<file path="config.mk">
export PLATFORM = sky130hd
export DESIGN_NAME = bcs_boot_seq
export DESIGN_NICKNAME = d
export VERILOG_FILES = /design/src/bcs_pkg.sv /design/src/bcs_pin_if.sv /design/src/bcs_pin_sync.sv /design/src/bcs_boot_seq.sv
export SDC_FILE = /design/constraint.sdc
export NUM_CORES = 1
export LEC_CHECK = 0
export BUFFER_PORTS_ARGS = -buffer_cell sky130_fd_sc_hd__buf_4
export CELL_PAD_IN_SITES_DETAIL_PLACEMENT = 1
export CELL_PAD_IN_SITES_GLOBAL_PLACEMENT = 2
export CORE_ASPECT_RATIO = 0.75
export CORE_UTILIZATION = 32
export DETAILED_ROUTE_END_ITERATION = 7
export PLACE_DENSITY = 0.87
export SETUP_SLACK_MARGIN = 0.05
export SKIP_CTS_REPAIR_TIMING = 1
export SLEW_MARGIN = 20
export SYNTH_ARGS = -nofsm -noshare
export SYNTH_HDL_FRONTEND = slang
export SYNTH_SLANG_ARGS = --single-unit
</file>
<file path="constraint.sdc">
create_clock -name ref_clk -period 3.8 [get_ports ref_clk]
set_input_delay 0.19 -clock ref_clk [delete_from_list [all_inputs] [get_ports ref_clk]]
set_output_delay 0.19 -clock ref_clk [all_outputs]
set_load 0.01 [all_outputs]
</file>
<file path="src/bcs_pkg.sv">
// bcs_pkg: constants, codes and state type of the boot configuration sequencer
// assumes a single 125 MHz clock domain; imported by all three design files and by the simulation files
package bcs_pkg;

	// clock and timing
	localparam int unsigned CLK_HZ       = 125_000_000;
	localparam int unsigned READY_TIME_MS = 3000;
	localparam int unsigned READY_CYC    = READY_TIME_MS * (CLK_HZ / 1000);
	localparam int unsigned MIC_CLK_HZ   = 6_144_000;
	localparam logic [2:0]  START_DLY    = 3'h4;

	// synchroniser width: strap and boot select pins
	localparam int unsigned PIN_W        = 2;
	localparam int unsigned PIN_SPI_BOOT = 0;
	localparam int unsigned PIN_BOOT_SEL = 1;

	// command codes, shared by stored configuration and host control
	localparam logic [3:0] CMD_MIC_DIV  = 4'h1;
	localparam logic [3:0] CMD_I2S_RATE = 4'h2;
	localparam logic [3:0] CMD_MIC_GO   = 4'h3;
	localparam logic [3:0] CMD_I2S_GO   = 4'h4;
	localparam logic [3:0] CMD_VID      = 4'h5;
	localparam logic [3:0] CMD_PID      = 4'h6;

	// boot outcome codes
	localparam logic [7:0] RS_NONE            = 8'h00;
	localparam logic [7:0] RS_FACTORY_OK      = 8'h01;
	localparam logic [7:0] RS_UPGRADE_OK      = 8'h02;
	localparam logic [7:0] RS_FACTORY_DEFAULT = 8'h03;
	localparam logic [7:0] RS_UPGRADE_DEFAULT = 8'h04;
	localparam logic [7:0] RS_SPI_OK          = 8'h05;
	localparam logic [7:0] RS_FAIL_IMAGE      = 8'h10;
	localparam logic [7:0] RS_FAIL_TIMEOUT    = 8'h11;
	localparam logic [7:0] RS_FAIL_SPI        = 8'h12;

	// values after reset; identity codes are arbitrary neutral values
	localparam logic [15:0] MIC_DIV_RST  = 16'h0001;
	localparam logic [15:0] I2S_RATE_RST = 16'hBB80;
	localparam logic [15:0] VID_DEFAULT  = 16'h1234;
	localparam logic [15:0] PID_DEFAULT  = 16'h0042;

	typedef enum logic [2:0] {
		ST_START   = 3'b000,
		ST_FL_HDR  = 3'b001,
		ST_FL_CMDS = 3'b010,
		ST_SPI     = 3'b011,
		ST_DELAYED = 3'b100,
		ST_RUN     = 3'b101,
		ST_FAIL    = 3'b110
	} bcs_state_t;

endpackage : bcs_pkg

</file>
<file path="src/bcs_pin_if.sv">
// bcs_pin_if: raw pins and their debounced levels between top and synchroniser
// assumes the raw side comes straight from package pins
`timescale 1ns/1ps
interface bcs_pin_if;
	import bcs_pkg::*;
	logic [PIN_W-1:0] raw;
	logic [PIN_W-1:0] level;
	modport sync_mp (input raw, output level);
	modport user_mp (output raw, input level);
endinterface : bcs_pin_if

</file>
<file path="src/bcs_pin_sync.sv">
// bcs_pin_sync: three-stage synchroniser; level follows once stages two and three agree
// assumes pins are asynchronous to ref_clk
`timescale 1ns/1ps
module bcs_pin_sync
	import bcs_pkg::*;
(
	// clock and reset
	input  wire logic ref_clk,
	input  wire logic reset,
	// pins
	bcs_pin_if.sync_mp pins
);
	typedef struct packed {
		logic [PIN_W-1:0] s1;
		logic [PIN_W-1:0] s2;
		logic [PIN_W-1:0] s3;
		logic [PIN_W-1:0] level;
	} bcs_sync_t;

	bcs_sync_t st_r;
	bcs_sync_t st_nxt;

	always_comb begin
		st_nxt    = st_r;
		st_nxt.s1 = pins.raw;
		st_nxt.s2 = st_r.s1;
		st_nxt.s3 = st_r.s2;
		// first stage feeds only the second; agreement filters single glitches
		for (int i = 0; i < PIN_W; i++) begin
			if (st_r.s2[i] == st_r.s3[i]) begin
				st_nxt.level[i] = st_r.s3[i];
			end
		end
	end

	always_ff @(posedge ref_clk or posedge reset) begin
		if (reset) begin
			st_r <= '0;
		end else begin
			st_r <= st_nxt;
		end
	end

	assign pins.level = st_r.level;
endmodule : bcs_pin_sync

</file>
<file path="src/bcs_boot_seq.sv">
// bcs_boot_seq: boot configuration sequencer, flash or spi slave boot, delayed start
// assumes image loader, partition reader and control decoder run on ref_clk
// Contract
// compare image version with partition compatibility version before reading commands
// on mismatch skip the partition and keep built-in defaults
// success records distinct codes for factory and upgrade images
// failed boot enters fail-safe mode and leaves a diagnostic code
// fail-safe presents default vendor and product codes
// spi slave boot receives the whole image from the host
// after spi boot no stored partition is read
// host releases boot select before sending the image for delayed start
// after spi boot, boot select asserted starts audio pipelines directly
// boot select released holds audio until mic and serial-audio start commands
// host sets mic divider and sample rate before the start commands
// control commands accepted within 3 seconds after spi image completes
// mic divider derives the 6.144MHz ddr mic clock from master clock
// serial audio rate defaults to 48000Hz unless host overrides
// usb variant has no delayed start and locks usb settings after spi boot
// host pauses after first spi block for pll and network settling
// flash boot runs stored commands before normal operation
// boot outcome stays readable until next reset
`timescale 1ns/1ps
module bcs_boot_seq
	import bcs_pkg::*;
#(
	parameter int unsigned READY_LIMIT_CYC = READY_CYC
) (
	// clock and reset
	input  wire logic        ref_clk,
	input  wire logic        reset,
	// pins and variant
	input  wire logic        spi_boot_strap,
	input  wire logic        boot_source_select_pin,
	input  wire logic        usb_variant,
	// flash image and partition header
	input  wire logic        image_is_upgrade,
	input  wire logic [15:0] image_version,
	input  wire logic        image_bad,
	input  wire logic        hdr_valid,
	input  wire logic [15:0] hdr_compat_version,
	// stored configuration command stream
	input  wire logic        cfg_valid,
	input  wire logic [3:0]  cfg_code,
	input  wire logic [15:0] cfg_value,
	input  wire logic        cfg_last,
	output logic             cfg_ready,
	// spi slave image loader
	input  wire logic        spi_image_done,
	input  wire logic        spi_image_bad,
	// host control commands
	input  wire logic        ctl_valid,
	input  wire logic [3:0]  ctl_code,
	input  wire logic [15:0] ctl_value,
	output logic             ctl_ready,
	// status and settings
	output logic [7:0]       run_status,
	output logic             fail_safe,
	output logic             booted_spi,
	output logic [15:0]      vendor_id,
	output logic [15:0]      product_id,
	output logic [15:0]      mic_clock_divider,
	output logic [15:0]      i2s_rate,
	output logic             mic_run,
	output logic             i2s_run
);
	typedef struct packed {
		bcs_state_t  state;
		logic [2:0]  start_cnt;
		logic [31:0] wait_cnt;
		logic        spi;
		logic        fail;
		logic [7:0]  status;
		logic [15:0] vid;
		logic [15:0] pid;
		logic [15:0] mic_div;
		logic [15:0] rate;
		logic        mic_go;
		logic        i2s_go;
	} bcs_seq_t;

	bcs_seq_t st_r;
	bcs_seq_t st_nxt;
	bcs_pin_if pins ();

	assign pins.raw[PIN_SPI_BOOT] = spi_boot_strap;
	assign pins.raw[PIN_BOOT_SEL] = boot_source_select_pin;

	bcs_pin_sync u_sync (
		.ref_clk (ref_clk),
		.reset   (reset),
		.pins    (pins)
	);

	// applies one configuration command; usb settings are frozen after a spi boot on the usb variant
	function automatic bcs_seq_t apply_cmd(input bcs_seq_t s, input logic [3:0] code,
			input logic [15:0] val, input logic lock_usb);
		bcs_seq_t r;
		r = s;
		unique case (code)
			CMD_MIC_DIV:  r.mic_div = val;
			CMD_I2S_RATE: if (!lock_usb) r.rate = val;
			CMD_MIC_GO:   r.mic_go = val[0];
			CMD_I2S_GO:   r.i2s_go = val[0];
			CMD_VID:      if (!lock_usb) r.vid = val;
			CMD_PID:      if (!lock_usb) r.pid = val;
			default:      r = s;
		endcase
		return r;
	endfunction : apply_cmd

	always_comb begin
		st_nxt = st_r;
		unique case (st_r.state)
			ST_START: begin
				// let the strap settle through the synchroniser before deciding
				if (st_r.start_cnt == START_DLY) begin
					if (pins.level[PIN_SPI_BOOT]) begin
						st_nxt.state = ST_SPI;
						st_nxt.spi   = 1'b1;
					end else begin
						st_nxt.state = ST_FL_HDR;
					end
				end else begin
					st_nxt.start_cnt = st_r.start_cnt + 3'h1;
				end
			end
			ST_FL_HDR: begin
				if (image_bad) begin
					st_nxt.state  = ST_FAIL;
					st_nxt.status = RS_FAIL_IMAGE;
				end else if (hdr_valid) begin
					if (hdr_compat_version == image_version) begin
						st_nxt.state    = ST_FL_CMDS;
						st_nxt.wait_cnt = '0;
					end else begin
						st_nxt.state  = ST_RUN;
						st_nxt.status = image_is_upgrade ? RS_UPGRADE_DEFAULT : RS_FACTORY_DEFAULT;
					end
				end
			end
			ST_FL_CMDS: begin
				// the limit runs from entry, so it also caps a long but healthy stream
				st_nxt.wait_cnt = st_r.wait_cnt + 32'h1;
				if (cfg_valid) begin
					st_nxt = apply_cmd(st_nxt, cfg_code, cfg_value, 1'b0);
					if (cfg_last) begin
						st_nxt.state  = ST_RUN;
						st_nxt.status = image_is_upgrade ? RS_UPGRADE_OK : RS_FACTORY_OK;
					end
				end else if (st_r.wait_cnt >= READY_LIMIT_CYC - 1) begin
					// a stalled partition would otherwise hang the boot forever
					st_nxt.state  = ST_FAIL;
					st_nxt.status = RS_FAIL_TIMEOUT;
				end
			end
			ST_SPI: begin
				// no partition read on this path; defaults stay until the host writes
				if (spi_image_bad) begin
					st_nxt.state  = ST_FAIL;
					st_nxt.status = RS_FAIL_SPI;
				end else if (spi_image_done) begin
					st_nxt.status = RS_SPI_OK;
					if (pins.level[PIN_BOOT_SEL] || usb_variant) begin
						st_nxt.state = ST_RUN;
					end else begin
						st_nxt.state = ST_DELAYED;
					end
				end
			end
			ST_DELAYED: begin
				if (ctl_valid) begin
					st_nxt = apply_cmd(st_nxt, ctl_code, ctl_value, 1'b0);
				end
				if (st_nxt.mic_go && st_nxt.i2s_go) begin
					st_nxt.state = ST_RUN;
				end
			end
			ST_RUN: begin
				if (ctl_valid) begin
					st_nxt = apply_cmd(st_nxt, ctl_code, ctl_value, st_r.spi && usb_variant);
				end
				st_nxt.mic_go = 1'b1;
				st_nxt.i2s_go = 1'b1;
			end
			ST_FAIL: begin
				st_nxt.fail = 1'b1;
				st_nxt.vid  = VID_DEFAULT;
				st_nxt.pid  = PID_DEFAULT;
			end
			default: st_nxt.state = ST_FAIL;
		endcase
	end

	always_ff @(posedge ref_clk or posedge reset) begin
		if (reset) begin
			st_r           <= '0;
			st_r.state     <= ST_START;
			st_r.status    <= RS_NONE;
			st_r.vid       <= VID_DEFAULT;
			st_r.pid       <= PID_DEFAULT;
			st_r.mic_div   <= MIC_DIV_RST;
			st_r.rate      <= I2S_RATE_RST;
		end else begin
			st_r <= st_nxt;
		end
	end

	// control is taken as soon as the boot settles, well inside the ready limit
	assign ctl_ready         = (st_r.state == ST_DELAYED) || (st_r.state == ST_RUN);
	assign cfg_ready         = (st_r.state == ST_FL_CMDS);
	assign run_status        = st_r.status;
	assign fail_safe         = st_r.fail;
	assign booted_spi        = st_r.spi;
	assign vendor_id         = st_r.vid;
	assign product_id        = st_r.pid;
	assign mic_clock_divider = st_r.mic_div;
	assign i2s_rate          = st_r.rate;
	// go bits left by a failed stream are masked outside the run states
	assign mic_run           = st_r.mic_go && (st_r.state == ST_RUN || st_r.state == ST_DELAYED);
	assign i2s_run           = st_r.i2s_go && (st_r.state == ST_RUN || st_r.state == ST_DELAYED);
endmodule : bcs_boot_seq

</file>
# Yosys cells after proc, flatten, opt, wreduce, memory -nomap -nowiden
# Index checks and enable logic that the tools add are counted.
[totals]
register_bits = 122
output_inout_bits = 78
input_bits = 85
elab_cells = 151
[classes]
n_mux = 56
reduce_logical = 23
n_eq_ne = 48
n_lt_le_gt_ge = 1
n_bitwise = 4
n_addsub = 2
[ops]
columns = ["operator", "n"]
rows = [
  ["$mux 66", 4],
  ["$pmux 32 s4", 2],
  ["$mux 16", 12],
  ["$pmux 34 s3", 1],
  ["$mux 32", 3],
  ["$mux 8", 8],
  ["$pmux 8 s5", 1],
  ["$reduce_and 8->1", 5],
  ["$mux 3", 12],
  ["$add 32x1->32 const B", 1],
  ["$ge 32x29->1 const B", 1],
  ["$eq 4x3->1 const B", 6],
  ["$ne 2x1->1 const B", 12],
  ["$pmux 3 s7", 1],
  ["$ne 2x2->1 const B", 9],
  ["$eq 16x16->1", 1],
  ["$eq 4x2->1 const B", 4],
  ["$eq 3x3->1 const B", 4],
  ["$ne 3x3->1 const B", 4],
  ["$reduce_and 5->1", 2],
  ["$pmux 3 s3", 1],
  ["$reduce_and 3->1", 3],
  ["$eq 4x1->1 const B", 2],
  ["$mux 1", 7],
  ["16 further kinds", 28],
]

# Logic depth before layout (Yosys ltp)
# Gate-level depths: netlist of the first run.
[logic_depth]
depth_word = 7
depth_mapped = 10
mapped_depth_nobuf = 8

# Modules after synthesis
# A second synthesis of the first run with hierarchy kept.
[hier_totals]
hier_cells = 698
area_unflattened_um2 = 6630.1
[by_module_without_submodules]
columns = ["module", "cells_each", "n_inst", "area_per_inst_um2"]
rows = [
  ["bcs_boot_seq", 685, 1, 6388.6],
  ["bcs_pin_sync", 13, 1, 241.5],
]

# Least setup slack after synthesis of the first run
# OpenSTA, ideal clock, no wires.
[synth_path]
path_type = "register -> register"
from = "register st_r[113] in the netlist's numbering"
to = "register st_r (netlist bit run_status[0])"
path_stages_with_launch = 10
setup_time_ps = 125
slack_ps = 1762
path_buffers = 1
arrival_ps = 1913
required_ps = 3675
path_cell_list = "dfrtp_1 and2b_1 nand2b_1 buf_2 inv_2 nand2_1 a221oi_1 o31ai_2 nand4_1 mux2_2"
[synth_between]
elab_chain_len = 3
word_cells_on_any_way = 15
[synth_rtl]
columns = ["element", "line_no", "text"]
rows = [
  ["start: declaration", "bcs_boot_seq.sv:81", "bcs_seq_t st_r;"],
  ["start signal: assignment", "bcs_boot_seq.sv:204", "st_r <= st_nxt;"],
  ["$eq 3x1->1, or another cell as far along", "bcs_boot_seq.sv:113", "unique case (st_r.state)"],
  ["$ne 3x3->1 (no source line), or another cell as far along", "n/a", ""],
  ["$reduce_and 8->1 (no source line)", "n/a", ""],
]
# Several ways; a longest one is shown, not always the timed one.
# A chain may end at the register's enable or synchronous reset.

# Worst setup path in the final report of the first run
[layout_path]
from = "register st_r[112] in the netlist's numbering"
to = "register st_r (netlist bit product_id[0])"
[layout_between]
elab_chain_len = 3
word_cells_on_any_way = 14
[layout_rtl]
columns = ["element", "line_no"]
rows = [
  ["$eq 3x3->1 / $eq 3x2->1 (equally long branches)", "bcs_boot_seq.sv:113"],
  ["$ne 2x1->1 (no source line), or another cell as far along", "n/a"],
  ["$reduce_and 8->1 (no source line)", "n/a"],
]
# Several ways; a longest one is shown, not always the timed one.

==> results.json, run 1 <==
{
  "status": "finished, violations left",
  "violations": "hold timing",
  "p_per_area_nw_per_um2": 643,
  "hold_path.class": "in2reg",
  "grt_pass1_wl_um": 29200,
  "setup_violations": 0,
  "multi_input_area_um2": 2690,
  "cp_cell_sequence": "nand2b_1, inv_1, and2_1, buf_4, a22oi_1, o21ai_0",
  "seq_area_um2": 2970,
  "rsz0062_at_grt": "no",
  "critPathTopFamily": "compound AO/OA/AOI/OAI gates",
  "critPathMaxStageDelay_ns": 0.58,
  "worst_slew_pin_slew_ns": 0.819,
  "synth_area_per_cell_um2": 9.28,
  "leakagePower_nw": 3.43,
  "ff2ff_setup_slack_ns": 1.26,
  "path_clk_slew_ns": 0.06,
  "synth_cells": 682,
  "vias": 5222,
  "clock_sink_count": 118,
  "routed_via_density": 5.03,
  "yosysTopAreaCell": "dfrtp_1",
  "hold_viol_final": 1,
  "max_cap_violations": 0,
  "report.power.total_mw": 5.10,
  "worstPathRequired_ns": 4.07,
  "fin_skew_ns": 0.00983,
  "ir_drop_v": 0.000360,
  "ys_ff_latch": 118,
  "core_um2": 19400,
  "fin_tns_setup_ns": 0,
  "synthesis.area_um2": 6330,
  "synth_top_area_share_pct": 40.7,
  "wl_per_cell_um": 17.8,
  "maxSlewHeadroom_pct": 45.2,
  "synthFlopType": "dfrtp_1",
  "synthTopCellsByArea": "dfrtp_1 (41%), buf_4 (8.5%), dfstp_2 (6.2%), a22oi_1 (6.0%), nand2_1 (5.3%)",
  "drv_slew": 0,
  "start_util_pct": 32.7,
  "drtIter0Drc": 338,
  "cts.htree.levels": 4,
  "syn_to_final_growth_pct": 25.4,
  "worst-path-buf-inv": 2,
  "antenna_cells": 0,
  "grt_max_degree": 63,
  "whs_ns": -0.0103,
  "portBuffers": 158,
  "yosys_warnings": 0,
  "cts_tree": "built",
  "drtPass1Iterations": 6,
  "chipHeight_um": 124,
  "min_period_ns": 2.54,
  "crit_path_top_delay_cell": "dfrtp_1",
  "synth_seq_area_share_pct": 46.9,
  "end_kind": "flip-flop",
  "ys_types": 52,
  "cp-start-kind": "flip-flop",
  "grt_use_total_pct": 19.1,
  "grt_pass1_vias": 5184,
  "n_fill_cell": 2256,
  "synth-edff-count": 0,
  "ios": 163,
  "grt_overflow_total": 0,
  "max_freq_mhz": 394,
  "clkLatencyLatePin_ns": 0.42,
  "ant_nets": 0,
  "hpwl_um": 13200,
  "critPathMaxFanout": 33,
  "cts_buffer_depth": 2,
  "drive_gt1_share_pct": 29.2,
  "grt_antenna_before_repair": 0,
  "dieArea_um2": 20400,
  "drc": 0,
  "die_w_um": 164,
  "ys_async_sr_fraction_pct": 100,
  "wirelength_um": 18500,
  "final_nets": 860,
  "setup.worst_path.class": "reg2reg",
  "rows": 44,
  "arrival_ns": 2.81,
  "period_share_pct": 66.7,
  "gp_congestion": 0.806,
  "cts_made_buffers": 17,
  "cts_root_buffer": "clkbuf_16"
}
## power by group
group	leakage [nW]	internal, mW	switching [mW]
logic	1.79	0.698	0.818
registers	1.35	1.64	0.253
clock network	0.290	1.10	0.597
total	3.43	3.44	1.67
## Yosys cell counts (10+ instances only)
master and n:
a22oi_1 51, nor3_1 10, xnor2_1 22, clkbuf_1 25, xor2_1 21, a21oi_1 21, o21ai_0 50, nand4_1 15
nand2_1 89, dfrtp_1 103, buf_4 72, nand3_1 17, nor2_1 56, dfstp_2 15, nor2b_1 14
## sequential cells by signal, summed over array words and instances, names as in the netlist
register and cells:
st_r 40, i2s_rate 16, mic_clock_divider 16, product_id 16, vendor_id 16, run_status 4, u_sync.st_nxt 4, u_sync.pins.level 2
u_sync.st_r 2, booted_spi 1, fail_safe 1
## worst reg2reg max path: stages (launching register included)
cell and delay, ns:
dfrtp_1 0.58, nand2b_1 0.46, inv_1 0.22, and2_1 0.22, buf_4 0.23, a22oi_1 0.52
o21ai_0 0.17
## placed cells by master, fill, tap and decap left out, drive strengths merged, types with 8 or more instances in the layout
master    n
a21oi    21
a22oi    51
buf     168
clkbuf   20
dfrtp   103
dfstp    15
inv       9
nand2    89
nand2b    8
nand3    17
nand4    15
nor2     56
nor2b    14
nor3     10
o21ai    50
xnor2    22
xor2     21
## per-stage QoR
stage	utilization [%]	worst slack (ns)	area [um2]	std cells	hold slack [ns]
global route	41.0	1.02	7940	1038	0.00128
CTS	40.8	1.30	7900	1034	-0.147
floorplan	-	0.506	6340	685	0.221
global placement	37.6	1.13	7290	1002	0.300
detailed placement	37.6	1.15	7290	1002	0.301
finish	41.0	1.26	7940	1038	-0.0103
## cells by family (layout without fill, tap and decap cells)
logic type                 after synthesis  count (layout)  share of synthesized area, %
DFF                                    118             118                          46.9
xor gates and xnor gates                43              43                          5.95
buffers and inverters                  113             213                          11.1
and+or+nand+nor                        242             242                          18.1
other                                    1               4                        0.0592
adders and majority gates                5               5                         0.909
AOI/OAI and AO/OA                      148             148                          14.9
muxes                                   12              12                          2.04
## metal layers
layer	routed length [um]	track usage (%)	up-vias
li1	-	-	2483
met1	9450	28.4	2591
met5	0	0	-
met4	244	5.39	0
met3	925	5.53	22
met2	7860	26.5	126
## final timing paths
path | endpoint | cells past startpoint | start
max | product_id[0] | 6 | st_r[112]
min | mic_clock_divider[15] | 3 | ctl_value[15]
max reg2reg | product_id[0] | 6 | st_r[112]
min reg2reg | u_sync.st_nxt[2] | 0 | u_sync.st_nxt[4]
max in group asynchronous | i2s_rate[15] | 4 | reset
min in group asynchronous | product_id[15] | 3 | reset
## cell type report
type                            count  area share [%]
Inverter                            9           0.457
Sequential cell                   118            37.4
Timing Repair Buffer              172            16.5
Clock buffer                       20            5.50
Clock inverter                     12            2.25
Multi-Input combinational cell    454            33.9
Tap cell                          253            3.99
(Power assumes the default switching activity.)
==> run 2: changes to the inputs <==
CORE_UTILIZATION = 29   (was 32)
PLACE_DENSITY = 0.84   (was 0.87)
clock period = 2.1 ns   (was 3.8 ns; I/O delays follow)
==> run 2 against run 1 <==
Net effect:
- largest cell class unchanged
- final cell count is 9.2% higher
- via count is 3.4% higher
- register-to-register slack worse by 1.3 ns
- the flow finishes with violations (setup timing)
- highest routed layer unchanged
- critical path depth rose by 3
- critical endpoint is now st_r[112]
- core utilization decreased by 0.36 points
==> results.json, run 2 (synthesis gave the netlist of run 1 again) <==
{
  "max_cap_violations": 0,
  "critPathMaxFanout": 5,
  "power.internal_mw": 6.63,
  "grt_antenna_before_repair": 0,
  "syn_to_final_growth_pct": 36.6,
  "final_nets": 919,
  "r2r-start": "st_r[97]",
  "p_seq_share_pct": 34.7,
  "grt_use_total_pct": 17.9,
  "critPathMostFrequentCell": "buf_4",
  "crit_start": "st_r[97]",
  "final_common_cell": "buf_4",
  "wl_met1_um": 10000,
  "hold_viol_final": 0,
  "largest-register": "st_r",
  "p_sw_share_pct": 32.0,
  "arrival_ns": 2.48,
  "power_switching_mw": 3.11,
  "leakagePower_nw": 3.75,
  "violations": "setup timing",
  "rows": 46,
  "rsz0062_at_grt": "yes",
  "die_w_um": 173,
  "grt_pass1_vias": 5612,
  "hold_path.class": "in2reg",
  "worst-path-buf-inv": 3,
  "max_freq_mhz": 460,
  "hpwl_um": 14200,
  "portBuffers": 158,
  "period_share_pct": 103,
  "gp_congestion": 0.817,
  "worst_slew_pin_slew_ns": 0.703,
  "largest_reg_flops": 40,
  "cp_cell_sequence": "buf_4, a21oi_1, o21ai_0, a221oi_1, o31ai_2, buf_4, buf_4, o2111ai_4, mux2_2",
  "combPwrFrac_pct": 32.0,
  "end_kind": "flip-flop",
  "maxSlewHeadroom_pct": 53.1,
  "fin_skew_ns": 0.0119,
  "dieArea_um2": 22400,
  "worstPathRequired_ns": 2.41,
  "met2_length_um": 8800,
  "ir_drop_v": 0.000627,
  "status": "finished, violations left",
  "core_um2": 21300,
  "cts_made_buffers": 17,
  "cp-start-kind": "flip-flop",
  "p_clk_share_pct": 33.4,
  "highest_layer": "met4",
  "cts_root_buffer": "clkbuf_16",
  "setup_ws_ns": -0.0722,
  "report.power.total_mw": 9.74,
  "reg2regPathDepth": 9,
  "wl_per_cell_um": 17.5,
  "grt_pass1_wl_um": 31200,
  "grt_overflow_total": 0,
  "drtIter0Drc": 246,
  "cts_tree": "built",
  "cts.htree.levels": 4,
  "ios": 163,
  "drc": 0,
  "setup.worst_path.class": "reg2reg",
  "clkLatencyLatePin_ns": 0.43,
  "ant_nets": 0,
  "critPathTopFamily": "compound AO/OA/AOI/OAI gates",
  "path_clk_slew_ns": 0.06,
  "n_fill_cell": 2458,
  "grt_max_degree": 119,
  "wirelength_um": 19800,
  "p_per_area_nw_per_um2": 1130,
  "drive_gt1_share_pct": 33.9,
  "fin_tns_setup_ns": -0.393,
  "drtPass1Iterations": 5,
  "dr_wl_met3_um": 808,
  "critical_path_depth": 9,
  "clock_sink_count": 118,
  "crit_path_top_delay_cell": "dfrtp_1",
  "mostFrequentLayoutCells": "buf_4 (203), dfrtp_1 (103), nand2_1 (89)",
  "min_period_ns": 2.17,
  "start_util_pct": 29.7,
  "chipHeight_um": 130,
  "cts_buffer_depth": 2,
  "routed_via_density": 4.76,
  "dp_cells": 1078,
  "finalNonFillerCells": 1133,
  "vias": 5397,
  "hold_path_depth": 3,
  "min_from": "ctl_value[4]",
  "setup_violations": 6,
  "critPathMaxStageDelay_ns": 0.39,
  "drv_slew": 0
}
## run 2: area by class of cell
class	count	area (um2)	share of cell area (%)
diodes	1	2.50	0.0289
clock buffers	20	447	5.16
clock inverters	12	201	2.33
inverters	9	37.5	0.434
multi-input cells	454	2770	32.0
flip-flops and latches	118	2970	34.4
well taps	288	360	4.17
repair buffers	231	1870	21.6
## run 2: worst register-to-register path, cell delays in order, from the launching register on
cell	delay [ns]
dfrtp_1	0.39
buf_4	0.16
a21oi_1	0.18
o21ai_0	0.12
a221oi_1	0.34
o31ai_2	0.12
buf_4	0.17
buf_4	0.14
o2111ai_4	0.08
mux2_2	0.37
## run 2: power by group through the flow
stage / Sequential (mW) / Combinational (mW) / Clock [mW]
2_1_floorplan: 3.29 / 2.09 / 0
3_3_place_gp: 3.40 / 2.99 / 0
3_5_place_dp: 3.40 / 3.06 / 0
4_1_cts: 3.38 / 3.08 / 3.31
5_1_grt: 3.46 / 3.42 / 3.41
6_report: 3.38 / 3.11 / 3.25
## run 2: final timing paths
| check | endpoint | slack [ns] |
|---|---|---|
| max | st_r[112] | -0.07 |
| min | mic_clock_divider[4] | 0.002 |
| max reg2reg | st_r[112] | -0.07 |
| min reg2reg | u_sync.st_nxt[2] | 0.35 |
| max in group asynchronous | mic_clock_divider[15] | 1.19 |
| min in group asynchronous | product_id[0] | 0.41 |
## run 2: through the flow
| stage | utilization (%) | hold slack, ns | setup WS, ns | area [um2] |
|---|---|---|---|---|
| 2_1_floorplan | - | 0.136 | 0.0621 | 6350 |
| 4_1_cts | 39.2 | -0.235 | -0.105 | 8350 |
| 5_1_grt | 40.6 | 0.0152 | -0.146 | 8650 |
| 3_3_place_gp | 36.2 | 0.214 | -0.00799 | 7700 |
| 3_5_place_dp | 36.2 | 0.216 | -0.0775 | 7700 |
| 6_report | 40.6 | 0.00170 | -0.0722 | 8650 |
## run 2: routing by layer
| metal | vias to the layer above | global-route usage [%] |
|---|---|---|
| met2 | 118 | 27.0 |
| li1 | 2597 | - |
| met4 | 0 | 4.99 |
| met3 | 17 | 4.31 |
| met5 | - | 0 |
| met1 | 2665 | 25.6 |
==> run 3: changes to the inputs <==
CORE_UTILIZATION = 30   (was 29)
CTS_BUF_LIST = sky130_fd_sc_hd__clkbuf_4   (was unset)
PLACE_DENSITY = 0.86   (was 0.84)
REMOVE_ABC_BUFFERS = 1   (was unset)
SKIP_CTS_REPAIR_TIMING = unset   (was 1)
==> run 3 against run 2 <==
Net effect:
- the run still ends with setup timing left
- die area decreased by 3.3%
- clock skew grew 0.016 ns
- sequential cell count is the same
- clock power decreased by 40%
- hold slack better by 0.052 ns
- maximum frequency grew 1.8%
- largest cell class unchanged
==> results.json, run 3 (synthesis gave the netlist of run 1 again) <==
{
  "final_nets": 935,
  "combPwrFrac_pct": 36.7,
  "hold_viol_final": 0,
  "largest-register": "st_r",
  "grt_pass1_wl_um": 31800,
  "highest_layer": "met4",
  "hold_path_depth": 4,
  "mostFrequentLayoutCells": "buf_4 (196), dfrtp_1 (102), nand2_1 (89)",
  "arrival_ns": 2.58,
  "die_w_um": 170,
  "finalNonFillerCells": 1143,
  "setup_violations": 5,
  "status": "finished, violations left",
  "drive_gt1_share_pct": 32.9,
  "min_period_ns": 2.13,
  "wl_per_cell_um": 17.8,
  "drv_slew": 0,
  "fin_skew_ns": 0.0279,
  "vias": 5625,
  "max_freq_mhz": 469,
  "dr_wl_met3_um": 1290,
  "hpwl_um": 14300,
  "gp_congestion": 0.805,
  "portBuffers": 158,
  "grt_pass1_vias": 5879,
  "r2r-start": "st_r[99]",
  "power_switching_mw": 3.04,
  "wl_met1_um": 9070,
  "p_seq_share_pct": 40.2,
  "end_kind": "flip-flop",
  "cts.htree.levels": 4,
  "ir_drop_v": 0.000333,
  "worstPathRequired_ns": 2.54,
  "core_um2": 20400,
  "report.power.total_mw": 8.44,
  "drc": 0,
  "cts_root_buffer": "clkbuf_4",
  "max_cap_violations": 0,
  "chipHeight_um": 128,
  "cp-start-kind": "flip-flop",
  "grt_overflow_total": 0,
  "clkLatencyLatePin_ns": 0.57,
  "period_share_pct": 102,
  "ant_nets": 0,
  "syn_to_final_growth_pct": 34.9,
  "violations": "setup timing",
  "min_from": "hdr_valid",
  "rsz0062_at_grt": "yes",
  "cts_tree": "built",
  "ios": 163,
  "leakagePower_nw": 3.68,
  "largest_reg_flops": 40,
  "min_to": "st_r[82]",
  "p_sw_share_pct": 36.0,
  "power.internal_mw": 5.40,
  "dieArea_um2": 21700,
  "ff2ff_setup_slack_ns": -0.03,
  "p_per_area_nw_per_um2": 988,
  "path_clk_slew_ns": 0.12,
  "start_util_pct": 31.0,
  "clock_sink_count": 118,
  "drtPass1Iterations": 5,
  "cts_buffer_depth": 2,
  "setup.worst_path.class": "reg2reg",
  "final_common_cell": "buf_4",
  "dp_cells": 1064,
  "maxSlewHeadroom_pct": 58.7,
  "reg2regPathDepth": 6,
  "grt_max_degree": 46,
  "cts_made_buffers": 17,
  "routed_via_density": 4.92,
  "worst_slew_pin_slew_ns": 0.620,
  "grt_antenna_before_repair": 1,
  "setup_ws_ns": -0.0343,
  "wirelength_um": 20300,
  "rows": 45,
  "met2_length_um": 9550,
  "critPathMaxFanout": 4,
  "hold_path.class": "in2reg",
  "grt_use_total_pct": 18.9,
  "p_clk_share_pct": 23.2,
  "drtIter0Drc": 247,
  "r2r-end": "run_status[1]"
}
[run 3: stage by stage]
stage               setup WS [ns]  utilization [%]  area [um2]  TNS [ns]  hold WS (ns)
floorplan                   -1.11                -        5680   -163.56         0.136
global route               -0.132             41.8        8540    -0.618        0.0355
finish                    -0.0343             41.8        8540    -0.113        0.0533
CTS                       0.00857             41.4        8460         0        0.0174
detailed placement        -0.0180             37.4        7650   -0.0641         0.224
global placement           0.0133             37.4        7650         0         0.216
[run 3: worst max-delay path by stage]
stage,startpoint,to,slack [ns],cells after the start
2_1_floorplan,reset,booted_spi,-1.11,1
3_3_place_gp,st_r[99],run_status[0],0.01,6
3_5_place_dp,st_r[99],run_status[1],-0.02,6
4_1_cts,st_r[99],run_status[1],0.009,6
5_1_grt,st_r[99],run_status[1],-0.13,6
6_report,st_r[99],run_status[1],-0.03,6
[run 3: power by group through the flow]
stage / clock network [mW] / logic, mW / registers [mW]
floorplan: 0 / 1.12 / 3.58
global placement: 0 / 2.89 / 3.41
detailed placement: 0 / 2.97 / 3.42
CTS: 2.00 / 3.08 / 3.39
global route: 2.09 / 3.36 / 3.48
finish: 1.96 / 3.09 / 3.39
[run 3: final cells by class]
type	count	area (um2)
diodes	1	2.50
clock buffers	18	135
clock inverters	14	203
fillers	2352	11900
inverters	9	36.3
multi-input cells	454	2790
flip-flops and latches	118	2970
well taps	282	353
repair buffers	247	2050
[run 3: repair_timing]
item / CTS / global route
gates resized for setup: 7 / 15
hold buffers: 44 / 0
setup endpoints to repair: 12 / 23
setup buffers: 0 / 2
endpoints found under the hold margin: 112 / 0
pin swaps: 2 / 1
[run 3: worst max-delay path, cell delays in order, from the launching register on]
cell	delay [ns]
dfrtp_1	0.40
or4_4	0.55
nor2_4	0.10
nand3_2	0.11
o31ai_4	0.25
nand4_1	0.26
mux2_4	0.36
[run 3: metal layers]
| layer | global-route usage, % | vias up |
|---|---|---|
| li1 | - | 2635 |
| met1 | 24.8 | 2795 |
| met2 | 30.6 | 171 |
| met3 | 4.51 | 24 |
| met4 | 6.57 | 0 |
| met5 | 0 | - |
